File: src/ascii_dio_pkg.sv
// Constants and types for the ASCII digital-input command interpreter
package ascii_dio_pkg;
    // ==========================================================
    // Clock and line rates
    localparam int CLK_HZ = 50_000_000;
    localparam int BAUD_1200 = 1200;
    localparam int BAUD_2400 = 2400;
    localparam int BAUD_4800 = 4800;
    localparam int BAUD_9600 = 9600;
    localparam int BAUD_19200 = 19200;
    localparam int BAUD_38400 = 38400;
    localparam logic [7:0] RATE_1200 = 8'h03;
    localparam logic [7:0] RATE_2400 = 8'h04;
    localparam logic [7:0] RATE_4800 = 8'h05;
    localparam logic [7:0] RATE_9600 = 8'h06;
    localparam logic [7:0] RATE_19200 = 8'h07;
    localparam logic [7:0] RATE_38400 = 8'h08;
    // ==========================================================
    // Characters
    localparam logic [7:0] CHAR_CR = 8'h0D;
    localparam logic [7:0] CHAR_DOLLAR = 8'h24;
    localparam logic [7:0] CHAR_PERCENT = 8'h25;
    localparam logic [7:0] CHAR_HASH = 8'h23;
    localparam logic [7:0] CHAR_AT = 8'h40;
    localparam logic [7:0] CHAR_BANG = 8'h21;
    localparam logic [7:0] CHAR_QUERY = 8'h3F;
    localparam logic [7:0] CHAR_ZERO = 8'h30;
    localparam logic [7:0] CHAR_SIX = 8'h36;
    // ==========================================================
    // Frame layout and fields
    localparam int BUF_DEPTH = 13;
    localparam logic [3:0] QUERY_LEN = 4'h4;
    localparam logic [3:0] CONFIG_LEN = 4'hB;
    localparam logic [3:0] MIN_LEN = 4'h3;
    localparam logic [7:0] TYPE_CODE = 8'h00;
    localparam int FMT_CK_BIT = 6;
    localparam logic [7:0] FMT_RSVD_MASK = 8'hBF;
    localparam logic [7:0] DEFAULT_ADDR = 8'h00;
    localparam logic [7:0] FACTORY_ADDR = 8'h01;
    // ==========================================================
    // Bit-level framing states, Gray along the usual path
    typedef enum logic [1:0] {
        ST_IDLE  = 2'b00,
        ST_START = 2'b01,
        ST_DATA  = 2'b11,
        ST_STOP  = 2'b10
    } bit_state_e;

    // Clocks per bit for a rate code; unknown codes fall back to 9600
    function automatic logic [15:0] bitClocks(input logic [7:0] code, input int clkHz);
        int baud;
        case (code)
            RATE_1200: baud = BAUD_1200;
            RATE_2400: baud = BAUD_2400;
            RATE_4800: baud = BAUD_4800;
            RATE_19200: baud = BAUD_19200;
            RATE_38400: baud = BAUD_38400;
            default: baud = BAUD_9600;
        endcase
        return 16'(clkHz / baud);
    endfunction
endpackage

File: src/ascii_dio_command_interpreter.sv
// ASCII addressed command interpreter for eight digital inputs
// Operation
// - Frame: leader, two hex address chars, command, data, optional checksum, CR.
// - With checksum enabled, commands and replies carry two checksum chars before CR.
// - Checksum is byte sum of all preceding chars, sent as two hex chars.
// - Replies start with '!' when accepted, '?' when rejected.
// - Input query is '$', address, '6', CR.
// - Each address nibble travels as its ASCII hex character.
// - Query reply: '!', two hex chars of inputs, "0000", CR.
// - Reported bit n is channel n; one means high.
// - Format errors, line errors or foreign addresses get no reply.
// - Addressed but invalid request answers '?', own address, CR.
// - Config command: '%', address, new address, type, rate, format, CR; stored.
// - Type field must be 00.
// - Rate codes 03..08 select 1200 to 38400 baud.
// - Format bit 6 enables checksums.
// - Config answers '!'+new address, or '?' if illegal or unguarded rate/checksum change.
// - Characters: one start, eight data, one stop bit, no parity.
// - Default switch at power-up forces address 00, 9600 baud, no checksum.
// - Blank storage means address 01, 9600 baud, checksum off.
`timescale 1ns/10ps
module ascii_dio_command_interpreter #(
    parameter int CLK_HZ = ascii_dio_pkg::CLK_HZ  // Clock rate, sets every bit time
) (
    input  wire logic       ref_clk,         // System clock, 50 MHz
    input  wire logic       rst_n,           // Asynchronous reset, active low
    input  wire logic       rxLine,          // Serial receive data, idle high
    output logic            txLine,          // Serial transmit data, idle high
    output logic            txEnable,        // Line driver enable during a reply
    input  wire logic [7:0] inputLevels,     // Channel levels, bit n is channel n
    input  wire logic       defaultSwitch,   // Default-setting switch, sampled once
    input  wire logic       storedValid,     // Nonvolatile storage holds a setting
    input  wire logic [7:0] storedAddr,      // Stored node address
    input  wire logic [7:0] storedRateCode,  // Stored rate code
    input  wire logic       storedChecksum,  // Stored checksum enable
    output logic            storeWrite,      // One-cycle request to save settings
    output logic [7:0]      storeAddr,       // Address to save
    output logic [7:0]      storeRateCode,   // Rate code to save
    output logic            storeChecksum,   // Checksum enable to save
    output logic [7:0]      nodeAddr,        // Address in use
    output logic [7:0]      rateCode,        // Rate code in use
    output logic            checksumOn,      // Checksum use in force
    output logic            defaultMode      // Started with the default switch
);
    // ==========================================================
    // Helpers
    // Uppercase-only hex decode; bit 4 flags a valid digit
    // uppercase hex only
    function automatic logic [4:0] hexVal(input logic [7:0] c);
        if (c >= 8'h30 && c <= 8'h39)
            return {1'b1, c[3:0]};
        else if (c >= 8'h41 && c <= 8'h46)
            return {1'b1, 4'(c[3:0] + 4'h9)};
        else
            return 5'h00;
    endfunction

    // Two hex chars to {valid, byte}
    // ASCII hex address pair
    function automatic logic [8:0] hexPair(input logic [7:0] hi, input logic [7:0] lo);
        logic [4:0] h;
        logic [4:0] l;
        h = hexVal(hi);
        l = hexVal(lo);
        return {h[4] & l[4], h[3:0], l[3:0]};
    endfunction

    function automatic logic [7:0] hexChar(input logic [3:0] n);
        return (n < 4'hA) ? 8'(8'h30 + n) : 8'(8'h37 + n);
    endfunction

    // ==========================================================
    // Configuration
    logic       loaded;
    logic       pending;
    logic [7:0] pendAddr;
    logic [7:0] pendRate;
    logic       pendCk;
    logic       txDone;
    wire  [7:0] startAddr = storedValid ? storedAddr : ascii_dio_pkg::FACTORY_ADDR;
    wire  [7:0] startRate = storedValid ? storedRateCode : ascii_dio_pkg::RATE_9600;
    wire        startCk = storedValid & storedChecksum;

    // Settings caught on the first edge after reset release
    always_ff @(posedge ref_clk or negedge rst_n)
    begin
        if (!rst_n)
        begin
            loaded <= 1'b0;
            defaultMode <= 1'b0;
            nodeAddr <= ascii_dio_pkg::FACTORY_ADDR;
            rateCode <= ascii_dio_pkg::RATE_9600;
            checksumOn <= 1'b0;
        end
        else if (!loaded)
        begin
            loaded <= 1'b1;
            defaultMode <= defaultSwitch;
            nodeAddr <= defaultSwitch ? ascii_dio_pkg::DEFAULT_ADDR : startAddr;
            rateCode <= defaultSwitch ? ascii_dio_pkg::RATE_9600 : startRate;
            checksumOn <= defaultSwitch ? 1'b0 : startCk;
        end
        else if (txDone && pending)
        begin
            nodeAddr <= pendAddr;
            rateCode <= pendRate;
            checksumOn <= pendCk;
        end
    end

    wire [15:0] bitLen = ascii_dio_pkg::bitClocks(rateCode, CLK_HZ);

    // ==========================================================
    // Receiver
    ascii_dio_pkg::bit_state_e rxState;
    logic [15:0] rxCnt;
    logic [2:0]  rxBit;
    logic [7:0]  rxShift;
    logic        rxValid;
    logic        rxErr;

    // start, 8 data LSB first, stop
    always_ff @(posedge ref_clk or negedge rst_n)
    begin
        if (!rst_n)
        begin
            rxState <= ascii_dio_pkg::ST_IDLE;
            rxCnt <= 16'h0000;
            rxBit <= 3'h0;
            rxShift <= 8'h00;
            rxValid <= 1'b0;
            rxErr <= 1'b0;
        end
        else
        begin
            rxValid <= 1'b0;
            rxErr <= 1'b0;
            rxCnt <= rxCnt + 16'h0001;
            case (rxState)
                ascii_dio_pkg::ST_IDLE:
                begin
                    rxCnt <= 16'h0000;
                    if (!rxLine && loaded)
                        rxState <= ascii_dio_pkg::ST_START;
                end
                ascii_dio_pkg::ST_START:
                    if (rxCnt >= {1'b0, bitLen[15:1]})
                    begin
                        rxCnt <= 16'h0000;
                        rxBit <= 3'h0;
                        // Glitch shorter than half a bit is not a start
                        rxState <= rxLine ? ascii_dio_pkg::ST_IDLE : ascii_dio_pkg::ST_DATA;
                    end
                ascii_dio_pkg::ST_DATA:
                    if (rxCnt >= bitLen - 16'h0001)
                    begin
                        rxCnt <= 16'h0000;
                        rxShift <= {rxLine, rxShift[7:1]};
                        rxBit <= rxBit + 3'h1;
                        if (rxBit == 3'h7)
                            rxState <= ascii_dio_pkg::ST_STOP;
                    end
                ascii_dio_pkg::ST_STOP:
                    if (rxCnt >= bitLen - 16'h0001)
                    begin
                        rxValid <= rxLine;
                        rxErr <= !rxLine;
                        rxState <= ascii_dio_pkg::ST_IDLE;
                    end
                default: rxState <= ascii_dio_pkg::ST_IDLE;
            endcase
        end
    end

    // ==========================================================
    // Frame collector
    logic [7:0] frame [ascii_dio_pkg::BUF_DEPTH];
    logic [3:0] count;
    logic       active;
    logic       bad;
    logic       evalGo;
    logic [7:0] sum0;
    logic [7:0] sum1;
    logic [7:0] sum2;
    wire isLeader = rxShift == ascii_dio_pkg::CHAR_DOLLAR || rxShift == ascii_dio_pkg::CHAR_PERCENT
                 || rxShift == ascii_dio_pkg::CHAR_HASH || rxShift == ascii_dio_pkg::CHAR_AT;
    wire isCr = rxShift == ascii_dio_pkg::CHAR_CR;

    // Running sums lag by two so the received checksum is excluded
    always_ff @(posedge ref_clk or negedge rst_n)
    begin
        if (!rst_n)
        begin
            for (int i = 0; i < ascii_dio_pkg::BUF_DEPTH; i++)
                frame[i] <= 8'h00;
            count <= 4'h0;
            active <= 1'b0;
            bad <= 1'b0;
            evalGo <= 1'b0;
            sum0 <= 8'h00;
            sum1 <= 8'h00;
            sum2 <= 8'h00;
        end
        else
        begin
            evalGo <= rxValid && active && isCr;
            if (rxValid && isLeader)
            begin
                frame[0] <= rxShift;
                count <= 4'h1;
                active <= 1'b1;
                bad <= 1'b0;
                sum0 <= rxShift;
                sum1 <= 8'h00;
                sum2 <= 8'h00;
            end
            else if (rxValid && active && isCr)
                active <= 1'b0;
            else if (rxValid && active)
            begin
                if (count < 4'(ascii_dio_pkg::BUF_DEPTH))
                begin
                    frame[count] <= rxShift;
                    count <= count + 4'h1;
                end
                else
                    bad <= 1'b1;
                // byte sum, wraps at 8 bits
                sum0 <= sum0 + rxShift;
                sum1 <= sum0;
                sum2 <= sum1;
            end
            else if (rxErr && active)
                bad <= 1'b1;
        end
    end

    // ==========================================================
    // Frame decode
    wire [3:0] ckPos = count - 4'h2;
    wire [8:0] ckPair = hexPair(frame[ckPos], frame[4'(ckPos + 4'h1)]);
    wire       ckOk = !checksumOn || (count >= 4'h5 && ckPair[8] && ckPair[7:0] == sum2);
    wire [3:0] msgLen = checksumOn ? ckPos : count;
    wire [8:0] addrPair = hexPair(frame[1], frame[2]);
    wire       formatOk = !bad && ckOk && msgLen >= ascii_dio_pkg::MIN_LEN && addrPair[8];
    wire       hit = formatOk && addrPair[7:0] == nodeAddr;
    wire       isQuery = frame[0] == ascii_dio_pkg::CHAR_DOLLAR
                      && msgLen == ascii_dio_pkg::QUERY_LEN && frame[3] == ascii_dio_pkg::CHAR_SIX;
    wire [8:0] newPair = hexPair(frame[3], frame[4]);
    wire [8:0] typePair = hexPair(frame[5], frame[6]);
    wire [8:0] ratePair = hexPair(frame[7], frame[8]);
    wire [8:0] fmtPair = hexPair(frame[9], frame[10]);
    wire       newCk = fmtPair[ascii_dio_pkg::FMT_CK_BIT];
    wire       cfgLegal = frame[0] == ascii_dio_pkg::CHAR_PERCENT
                       && msgLen == ascii_dio_pkg::CONFIG_LEN
                       && newPair[8] && typePair[8] && ratePair[8] && fmtPair[8]
                       && typePair[7:0] == ascii_dio_pkg::TYPE_CODE
                       && ratePair[7:0] >= ascii_dio_pkg::RATE_1200
                       && ratePair[7:0] <= ascii_dio_pkg::RATE_38400
                       && (fmtPair[7:0] & ascii_dio_pkg::FMT_RSVD_MASK) == 8'h00;
    wire       cfgOk = cfgLegal
                    && (defaultMode || (ratePair[7:0] == rateCode && newCk == checksumOn));
    logic      txActive;
    // silent unless well formed and ours
    wire       loadReply = evalGo && hit && !txActive;

    // Reply body; checksum and CR are added by the sender
    logic [7:0] next_reply [7];
    logic [3:0] next_len;
    always_comb
    begin
        for (int i = 0; i < 7; i++)
            next_reply[i] = ascii_dio_pkg::CHAR_ZERO;
        // lead char marks accept or reject
        next_reply[0] = ascii_dio_pkg::CHAR_QUERY;
        next_reply[1] = hexChar(nodeAddr[7:4]);
        next_reply[2] = hexChar(nodeAddr[3:0]);
        next_len = 4'h3;
        if (isQuery)
        begin
            next_reply[0] = ascii_dio_pkg::CHAR_BANG;
            next_reply[1] = hexChar(inputLevels[7:4]);
            next_reply[2] = hexChar(inputLevels[3:0]);
            next_len = 4'h7;
        end
        else if (cfgOk)
        begin
            next_reply[0] = ascii_dio_pkg::CHAR_BANG;
            next_reply[1] = hexChar(newPair[7:4]);
            next_reply[2] = hexChar(newPair[3:0]);
        end
    end

    // ==========================================================
    // Transmitter
    ascii_dio_pkg::bit_state_e txState;
    logic [7:0]  reply [7];
    logic [3:0]  replyLen;
    logic [3:0]  txIdx;
    logic [7:0]  txShift;
    logic [7:0]  txSum;
    logic [15:0] txCnt;
    logic [2:0]  txBit;
    wire  [3:0]  lastIdx = replyLen + (checksumOn ? 4'h2 : 4'h0);
    wire  [7:0]  curChar = (txIdx < replyLen) ? reply[txIdx[2:0]]
                         : (txIdx == lastIdx) ? ascii_dio_pkg::CHAR_CR
                         : (txIdx == replyLen) ? hexChar(txSum[7:4]) : hexChar(txSum[3:0]);
    assign txDone = txActive && txState == ascii_dio_pkg::ST_STOP
                 && txCnt >= bitLen - 16'h0001 && txIdx == lastIdx;
    assign txEnable = txActive;
    assign txLine = txState == ascii_dio_pkg::ST_START ? 1'b0
                  : txState == ascii_dio_pkg::ST_DATA ? txShift[0] : 1'b1;

    // Reply capture and pending settings
    always_ff @(posedge ref_clk or negedge rst_n)
    begin
        if (!rst_n)
        begin
            for (int i = 0; i < 7; i++)
                reply[i] <= 8'h00;
            replyLen <= 4'h0;
            pending <= 1'b0;
            pendAddr <= 8'h00;
            pendRate <= 8'h00;
            pendCk <= 1'b0;
            storeWrite <= 1'b0;
            storeAddr <= 8'h00;
            storeRateCode <= 8'h00;
            storeChecksum <= 1'b0;
        end
        else
        begin
            storeWrite <= txDone && pending;
            if (txDone)
                pending <= 1'b0;
            if (loadReply)
            begin
                reply <= next_reply;
                replyLen <= next_len;
                pending <= cfgOk && !isQuery;
                pendAddr <= newPair[7:0];
                pendRate <= ratePair[7:0];
                pendCk <= newCk;
                storeAddr <= newPair[7:0];
                storeRateCode <= ratePair[7:0];
                storeChecksum <= newCk;
            end
        end
    end

    // Character sequencer and bit shifter
    always_ff @(posedge ref_clk or negedge rst_n)
    begin
        if (!rst_n)
        begin
            txState <= ascii_dio_pkg::ST_IDLE;
            txActive <= 1'b0;
            txIdx <= 4'h0;
            txShift <= 8'hFF;
            txSum <= 8'h00;
            txCnt <= 16'h0000;
            txBit <= 3'h0;
        end
        else
        begin
            txCnt <= txCnt + 16'h0001;
            case (txState)
                ascii_dio_pkg::ST_IDLE:
                begin
                    txCnt <= 16'h0000;
                    if (loadReply)
                    begin
                        txActive <= 1'b1;
                        txIdx <= 4'h0;
                        txSum <= 8'h00;
                    end
                    else if (txActive)
                    begin
                        txShift <= curChar;
                        if (txIdx < replyLen)
                            txSum <= txSum + curChar;
                        txState <= ascii_dio_pkg::ST_START;
                    end
                end
                ascii_dio_pkg::ST_START:
                    if (txCnt >= bitLen - 16'h0001)
                    begin
                        txCnt <= 16'h0000;
                        txBit <= 3'h0;
                        txState <= ascii_dio_pkg::ST_DATA;
                    end
                ascii_dio_pkg::ST_DATA:
                    if (txCnt >= bitLen - 16'h0001)
                    begin
                        txCnt <= 16'h0000;
                        txShift <= {1'b1, txShift[7:1]};
                        txBit <= txBit + 3'h1;
                        if (txBit == 3'h7)
                            txState <= ascii_dio_pkg::ST_STOP;
                    end
                ascii_dio_pkg::ST_STOP:
                    if (txCnt >= bitLen - 16'h0001)
                    begin
                        txState <= ascii_dio_pkg::ST_IDLE;
                        txIdx <= txIdx + 4'h1;
                        if (txIdx == lastIdx)
                            txActive <= 1'b0;
                    end
                default: txState <= ascii_dio_pkg::ST_IDLE;
            endcase
        end
    end

    // ==========================================================
    // Checks
    a_tx_idle_high: assert property (@(posedge ref_clk) disable iff (!rst_n)
        !txActive |-> txLine) else $error("line not idle high");
    a_reply_first_char: assert property (@(posedge ref_clk) disable iff (!rst_n)
        loadReply |=> reply[0] == 8'h21 || reply[0] == 8'h3F) else $error("bad lead");
    a_foreign_silent: assert property (@(posedge ref_clk) disable iff (!rst_n)
        evalGo && !hit && !txActive |=> !txActive) else $error("reply to foreign frame");
    a_apply_after_ack: assert property (@(posedge ref_clk) disable iff (!rst_n)
        loaded && $past(loaded) && $changed(nodeAddr) |-> $past(txDone)) else $error("early");
    a_last_char_cr: assert property (@(posedge ref_clk) disable iff (!rst_n)
        txActive && txState == ascii_dio_pkg::ST_IDLE && txIdx == lastIdx && !loadReply
        |=> txShift == 8'h0D) else $error("no CR last");
    a_default_start: assert property (@(posedge ref_clk) disable iff (!rst_n)
        $rose(loaded) && defaultMode |-> nodeAddr == 8'h00 && rateCode == 8'h06 && !checksumOn)
        else $error("default start wrong");
    a_status_hex: assert property (@(posedge ref_clk) disable iff (!rst_n)
        loadReply && isQuery |=> reply[1] == hexChar($past(inputLevels[7:4]))
        && reply[3] == 8'h30 && replyLen == 4'h7) else $error("status reply wrong");
    a_guarded_change: assert property (@(posedge ref_clk) disable iff (!rst_n)
        storeWrite && (storeRateCode != $past(rateCode)) |-> defaultMode) else $error("unguarded");
    a_leader_restart: assert property (@(posedge ref_clk) disable iff (!rst_n)
        rxValid && isLeader |=> count == 4'h1 && active) else $error("no restart");
endmodule

File: config.mk
export PLATFORM = sky130hd
export DESIGN_NAME = ascii_dio_command_interpreter
export DESIGN_NICKNAME = d
export VERILOG_FILES = /design/src/ascii_dio_pkg.sv /design/src/ascii_dio_command_interpreter.sv
export SDC_FILE = /design/constraint.sdc
export NUM_CORES = 1
export LEC_CHECK = 0
export BUFFER_PORTS_ARGS = -buffer_cell sky130_fd_sc_hd__buf_2
export CORE_MARGIN = 10
export CORE_UTILIZATION = 30
export DETAILED_ROUTE_END_ITERATION = 16
export GPL_ROUTABILITY_DRIVEN = 0
export PLACE_DENSITY = 0.49
export RECOVER_POWER = 50
export SLEW_MARGIN = 10
export SYNTH_ARGS = -nofsm -noshare
export SYNTH_HDL_FRONTEND = slang
export SYNTH_SLANG_ARGS = --single-unit
File: constraint.sdc
create_clock -name ref_clk -period 205.1 [get_ports ref_clk]
set_input_delay 41.02 -clock ref_clk [delete_from_list [all_inputs] [get_ports ref_clk]]
set_output_delay 41.02 -clock ref_clk [all_outputs]
set_load 0.05 [all_outputs]
; ---- After elaboration in Yosys (flattened, before gate mapping)
; Index checks and enable logic that the tools add are counted.
; Widths: inputs -> output; s select.
[classes]
n_reduce_logical = 95
bitwise_logic = 13
eq_ne = 45
add_sub_neg = 40
div_mod_pow = 1
order_cmp = 70
mux = 135
[ops]
columns = cell, count
row1 = $mux 104, 3
row2 = $mux 8, 32
row3 = $mux 5, 24
row4 = $add 6x4->7 const A, 16
row5 = $bwmux 104, 1
row6 = $ge 8x6->1 const B, 12
row7 = $ge 8x7->1 const B, 12
row8 = $le 8x6->1 const B, 12
row9 = $le 8x7->1 const B, 12
row10 = $pmux 16 s5, 1
row11 = $mux 7, 10
row12 = $bmux 8 s4, 2
row13 = $logic_and 1x1->1, 56
row14 = $add 4x4->4 const B, 12
row15 = $eq 8x6->1 const B, 6
row16 = $mux 16, 3
row17 = $pmux 16 s3, 1
row18 = $mux 21, 2
row19 = $lt 4x4->1 const B, 9
row20 = $add 16x1->16 const B, 2
row21 = $demux 8 s4, 1
row22 = $div 27x32->32 const A, 1
row23 = $ge 16x16->1, 2
row24 = $pmux 16 s2, 1
row25 = 56 further kinds, 166
[totals]
ff_bits = 275
in_bits = 30
wordCells = 447
out_inout_bits = 38

; ---- Depth between registers and ports, before layout
[logic_depth]
word_depth = 22
mapped_depth = 372
mapped_depth_nobuf = 342

; ---- Worst setup path after synthesis
; No wires, ideal clock.
[synth_path]
kind = reg2reg
startpoint = register rateCode[3]
endpoint = register rateCode[3]
required_time_ns = 204.979
setup_time_ns = 0.121
t_arrival_ns = 65.965
stages_incl_launch_ff = 358
slack_ns = 139.014
cell_sequence = dfrtp_1 buf_2 buf_2 nor2_4 nand4_1 a21boi_0 and2_1 ha_1 inv_1 nor3_1 o21a_1 nand2_1 nor2_1 ha_1 clkbuf_1 o21a_1 nor2_1 o31a_1 (+322 left out) nand2b_1 a21oi_1 nor2b_1 o21ai_0 nand2b_1 a21oi_1 nor2b_1 o21ai_0 nand2b_1 a21oi_1 nor3b_1 and3_1 nand2_1 clkbuf_1 inv_1 nand2_1 o21ai_0 a22o_1
[synth_via]
elab_chain_len = 9
word_cells_on_any_way = 13
classes_between = 1 x add/sub / 1 x div / 1 x order compare / 6 x eq/ne / 1 x mux / 3 x reduce/logical
[synth_lines]
columns = element, line_no
row1 = "start, declared", ascii_dio_command_interpreter.sv:41  ; output logic [7:0] rateCode,
row2 = "start signal, assigned", ascii_dio_command_interpreter.sv:92  ; rateCode <= ascii_dio_pkg::RATE_9600;
row3 = "start signal, assigned", ascii_dio_command_interpreter.sv:100  ; rateCode <= defaultSwitch ? ascii_dio_pkg::RATE_9600 : startRate;
row4 = "start signal, assigned", ascii_dio_command_interpreter.sv:106  ; rateCode <= pendRate;
row5 = $eq 8x4->1 (tied with other cells), ascii_dio_pkg.sv:52  ; case (code)
row6 = $pmux 16 s5 (*), ascii_dio_pkg.sv:52
row7 = $div 27x32->32 (*), ascii_dio_pkg.sv:60  ; return 16'(clkHz / baud);
row8 = $sub 16x1->16 (*), ascii_dio_command_interpreter.sv:309  ; && txCnt >= bitLen - 16'h0001 && txIdx == lastIdx;
row9 = $ge 16x16->1 (*), ascii_dio_command_interpreter.sv:309
row10 = $logic_and 1x1->1 (*) (2 in series), ascii_dio_command_interpreter.sv:309
row11 = $logic_and 1x1->1 (*), ascii_dio_command_interpreter.sv:103  ; else if (txDone && pending)
row12 = $ne 2x1->1 (no line) (*), -
; Every way passes the cells marked *; elsewhere a longest branch is shown, timed or not.
; A chain may end at the register's enable or synchronous reset.

; ---- Final worst setup path
[layout_path]
startpoint = register rateCode[5]
endpoint = register nodeAddr[6]
[layout_via]
elab_chain_len = 9
word_cells_on_any_way = 13
classes_between = 1 x add/sub / 1 x div / 1 x order compare / 6 x eq/ne / 1 x mux / 3 x reduce/logical
[layout_lines]
columns = element, line_no
row1 = $eq 8x4->1 (tied with other cells), ascii_dio_pkg.sv:52
row2 = $pmux 16 s5 (*), ascii_dio_pkg.sv:52
row3 = $div 27x32->32 (*), ascii_dio_pkg.sv:60
row4 = $sub 16x1->16 (*), ascii_dio_command_interpreter.sv:309
row5 = $ge 16x16->1 (*), ascii_dio_command_interpreter.sv:309
row6 = $logic_and 1x1->1 (*) (2 in series), ascii_dio_command_interpreter.sv:309
row7 = $logic_and 1x1->1 (*), ascii_dio_command_interpreter.sv:103
row8 = $ne 2x1->1 (no line) (*), -
row9 = "end signal, assigned", ascii_dio_command_interpreter.sv:91  ; nodeAddr <= ascii_dio_pkg::FACTORY_ADDR;
row10 = "end signal, assigned", ascii_dio_command_interpreter.sv:99  ; nodeAddr <= defaultSwitch ? ascii_dio_pkg::DEFAULT_ADDR : startAddr;
row11 = "end signal, assigned", ascii_dio_command_interpreter.sv:105  ; nodeAddr <= pendAddr;
row12 = "end, declared", ascii_dio_command_interpreter.sv:40  ; output logic [7:0] nodeAddr,
; Marks and branches as above.

==> results.ini <==
[status]
status = finished with violations
violations = max-capacitance violations, max-slew violations

[global_route]
met2_usage = 0.286
busiest_layer = met2
grt_max_degree = 105
antenna_found_initial = 5
grt_pass1_wl_um = 186000
use_met3 = 0.0174
grt_pass1_vias = 32400
grt_use_total = 0.172
use_met1 = 0.239
grt-ovfl-total = 0

[routing]
antenna_left = 0
wire_per_inst_um = 19.4
drt_iter0_drc = 2590
dr_total_vias = 33500
routed_wl_um = 117000
drc = 0
vias_per_cell = 5.55
first_pass_iters = 5

[flow_run]
max_cap_violations = 4

[logic_synthesis]
yosysSeqAreaShare = 0.185
synth.distinct_cells = 147
synth-seq-cells = 263
async_flop_share = 1.00
syn_area_sq_um = 35600
ys.flop_type = dfrtp_1
synth_edf_count = 0
syn_avg_cell_area_sq_um = 7.96
netlist_instances = 4472
yosysWarningCount = 0

[critical_path]
crit_path_max_fanout = 30
crit_required_ns = 205.55
cp-start-kind = register
arrival_ns = 76.36
slowest_stage = or4_4
end_kind = register
max_stage_delay_ns = 0.73
cpMostUsedCell = a21oi_1
critPathKind = reg2reg

[clock_tree]
hold_buffers = 0
cts_sinks = 263
cts_setup_buffers = 0
cts_resized = 0
cts_tree = built
clock_latency_ns = 0.56
cts_buffers = 35
htree_levels = 2
path_clk_slew_ns = 0.06
clockBufferDepth = 3
root_buffer = clkbuf_16

[cells_and_area]
ff_latch_area_sq_um = 6600
mostFrequentLayoutCells = nand2_1 (436), nor2_1 (384), a21oi_1 (370), ha_1 (348), o21ai_0 (298)
drive_above_1_share = 0.118
layout.nets = 4851
syn2layout_area_growth_pct = 9.17
diodes = 0
final_common_cell = nand2_1
multi_input_area_sq_um = 27700
n_fill_cell = 12500

[timing]
fmax_mhz = 13.2
fin_skew_ns = 0.0400
worst_slew_pin_slew_ns = 5.77
min_period_over_period = 0.370
tns_ns = 0
setup_viol = 0
max_slew_margin = -2.84
rsz0062_at_grt = no
slew_violations = 273
hold_viol_final = 0
period_minus_slack_ns = 75.91

[floorplanning]
die_h_um = 364
fp-row-count = 126
chipWidth_um = 364
initial_core_util = 0.302
num_io_pins = 68
core_area_sq_um = 118000
die_area_sq_um = 133000

[placed_design]
port_buffers = 67
dp_hpwl_um = 90600

[min_path]
hold_path_class = reg2reg

per-layer routing:
| metal | vias to the layer above | share of wire |
|---|---|---|
| met5 | - | 0.000094 |
| met4 | 2 | 0.017 |
| met3 | 152 | 0.039 |
| met2 | 771 | 0.46 |
| met1 | 16000 | 0.48 |
| li1 | 16600 | - |
cells in the mapped netlist (38+ instances only):
cell,instances,area share
a21o_1,113,0.024
nand2b_1,90,0.016
xnor2_1,204,0.050
o21a_1,77,0.016
clkbuf_1,114,0.012
mux2i_1,46,0.013
or3_1,44,0.0077
mux4_2,57,0.036
nor2b_1,53,0.0093
o21ai_0,297,0.042
nand2_1,436,0.046
o21bai_1,53,0.011
nor2_1,385,0.041
a31oi_1,54,0.0095
ha_1,348,0.12
and2_1,40,0.0070
o211ai_1,38,0.0080
dfrtp_1,252,0.18
nand4_1,43,0.0076
a21oi_1,371,0.052
nor3_1,102,0.014
and3_1,56,0.0098
mux2_2,144,0.046
nand3_1,144,0.020
inv_1,179,0.019
xor2_1,91,0.022
final timing paths:
kind	start	cells past startpoint	end	slack, ns
max	rateCode[5]	331	nodeAddr[6]	129.19
min	sum1[2]	2	sum1[2]	0.47
max reg2reg	rateCode[5]	331	nodeAddr[6]	129.19
min reg2reg	sum1[2]	2	sum1[2]	0.47
max in group asynchronous	rst_n	2	count[0]	158.05
min in group asynchronous	rst_n	1	txSum[1]	42.60
final cells by class:
| class | instances | share of cell area |
|---|---|---|
| multi-input cells | 3862 | 0.713 |
| flip-flops and latches | 263 | 0.170 |
| well taps | 1536 | 0.0495 |
| clock buffers | 52 | 0.0271 |
| inverters | 191 | 0.0186 |
| repair buffers | 118 | 0.0181 |
| clock inverters | 11 | 0.00396 |
flip-flops by register name (all words and copies together) (netlist names), 4 cells and up:
register	count
frame	104
rxCnt	16
rateCode	8
sum0	8
txShift	8
sum1	8
txIdx	4
count	4
rxShift	8
reply	15
pendAddr	8
txCnt	16
nodeAddr	8
pendRate	8
txSum	8
sum2	8
metrics by stage:
stage	util	hold WS (ns)	setup WS, ns	area [sq um]	cells
4_1_cts	0.330	0.467	129.65	38900	6033
6_report	0.329	0.466	129.19	38800	6033
2_1_floorplan	-	0.438	139.01	35600	4477
3_5_place_dp	0.319	0.456	129.96	37700	5970
5_1_grt	0.329	0.497	121.50	38800	6033
3_3_place_gp	0.319	0.451	131.62	37700	5970
critical path: cells and delay by family (launching register included):
family	cells	cell delay (ns)
DFF	1	0.44
buffers and inverters	24	6.80
and+or+nand+nor	100	21.62
muxes	5	1.58
AOI/OAI and AO/OA	177	37.10
xor gates and xnor gates	1	0.21
adders and majority gates	24	7.82
kinds of logic after synthesis:
logic type	share of synthesized area
other cells	0.000211
simple gates	0.226
flops	0.185
buf+inv	0.0392
compound gates	0.256
xor+xnor	0.0737
fa+ha+maj	0.124
mux	0.0965
Power is not shown: default switching activity piles up to over one toggle a cycle in this logic, so the estimate is an artifact.
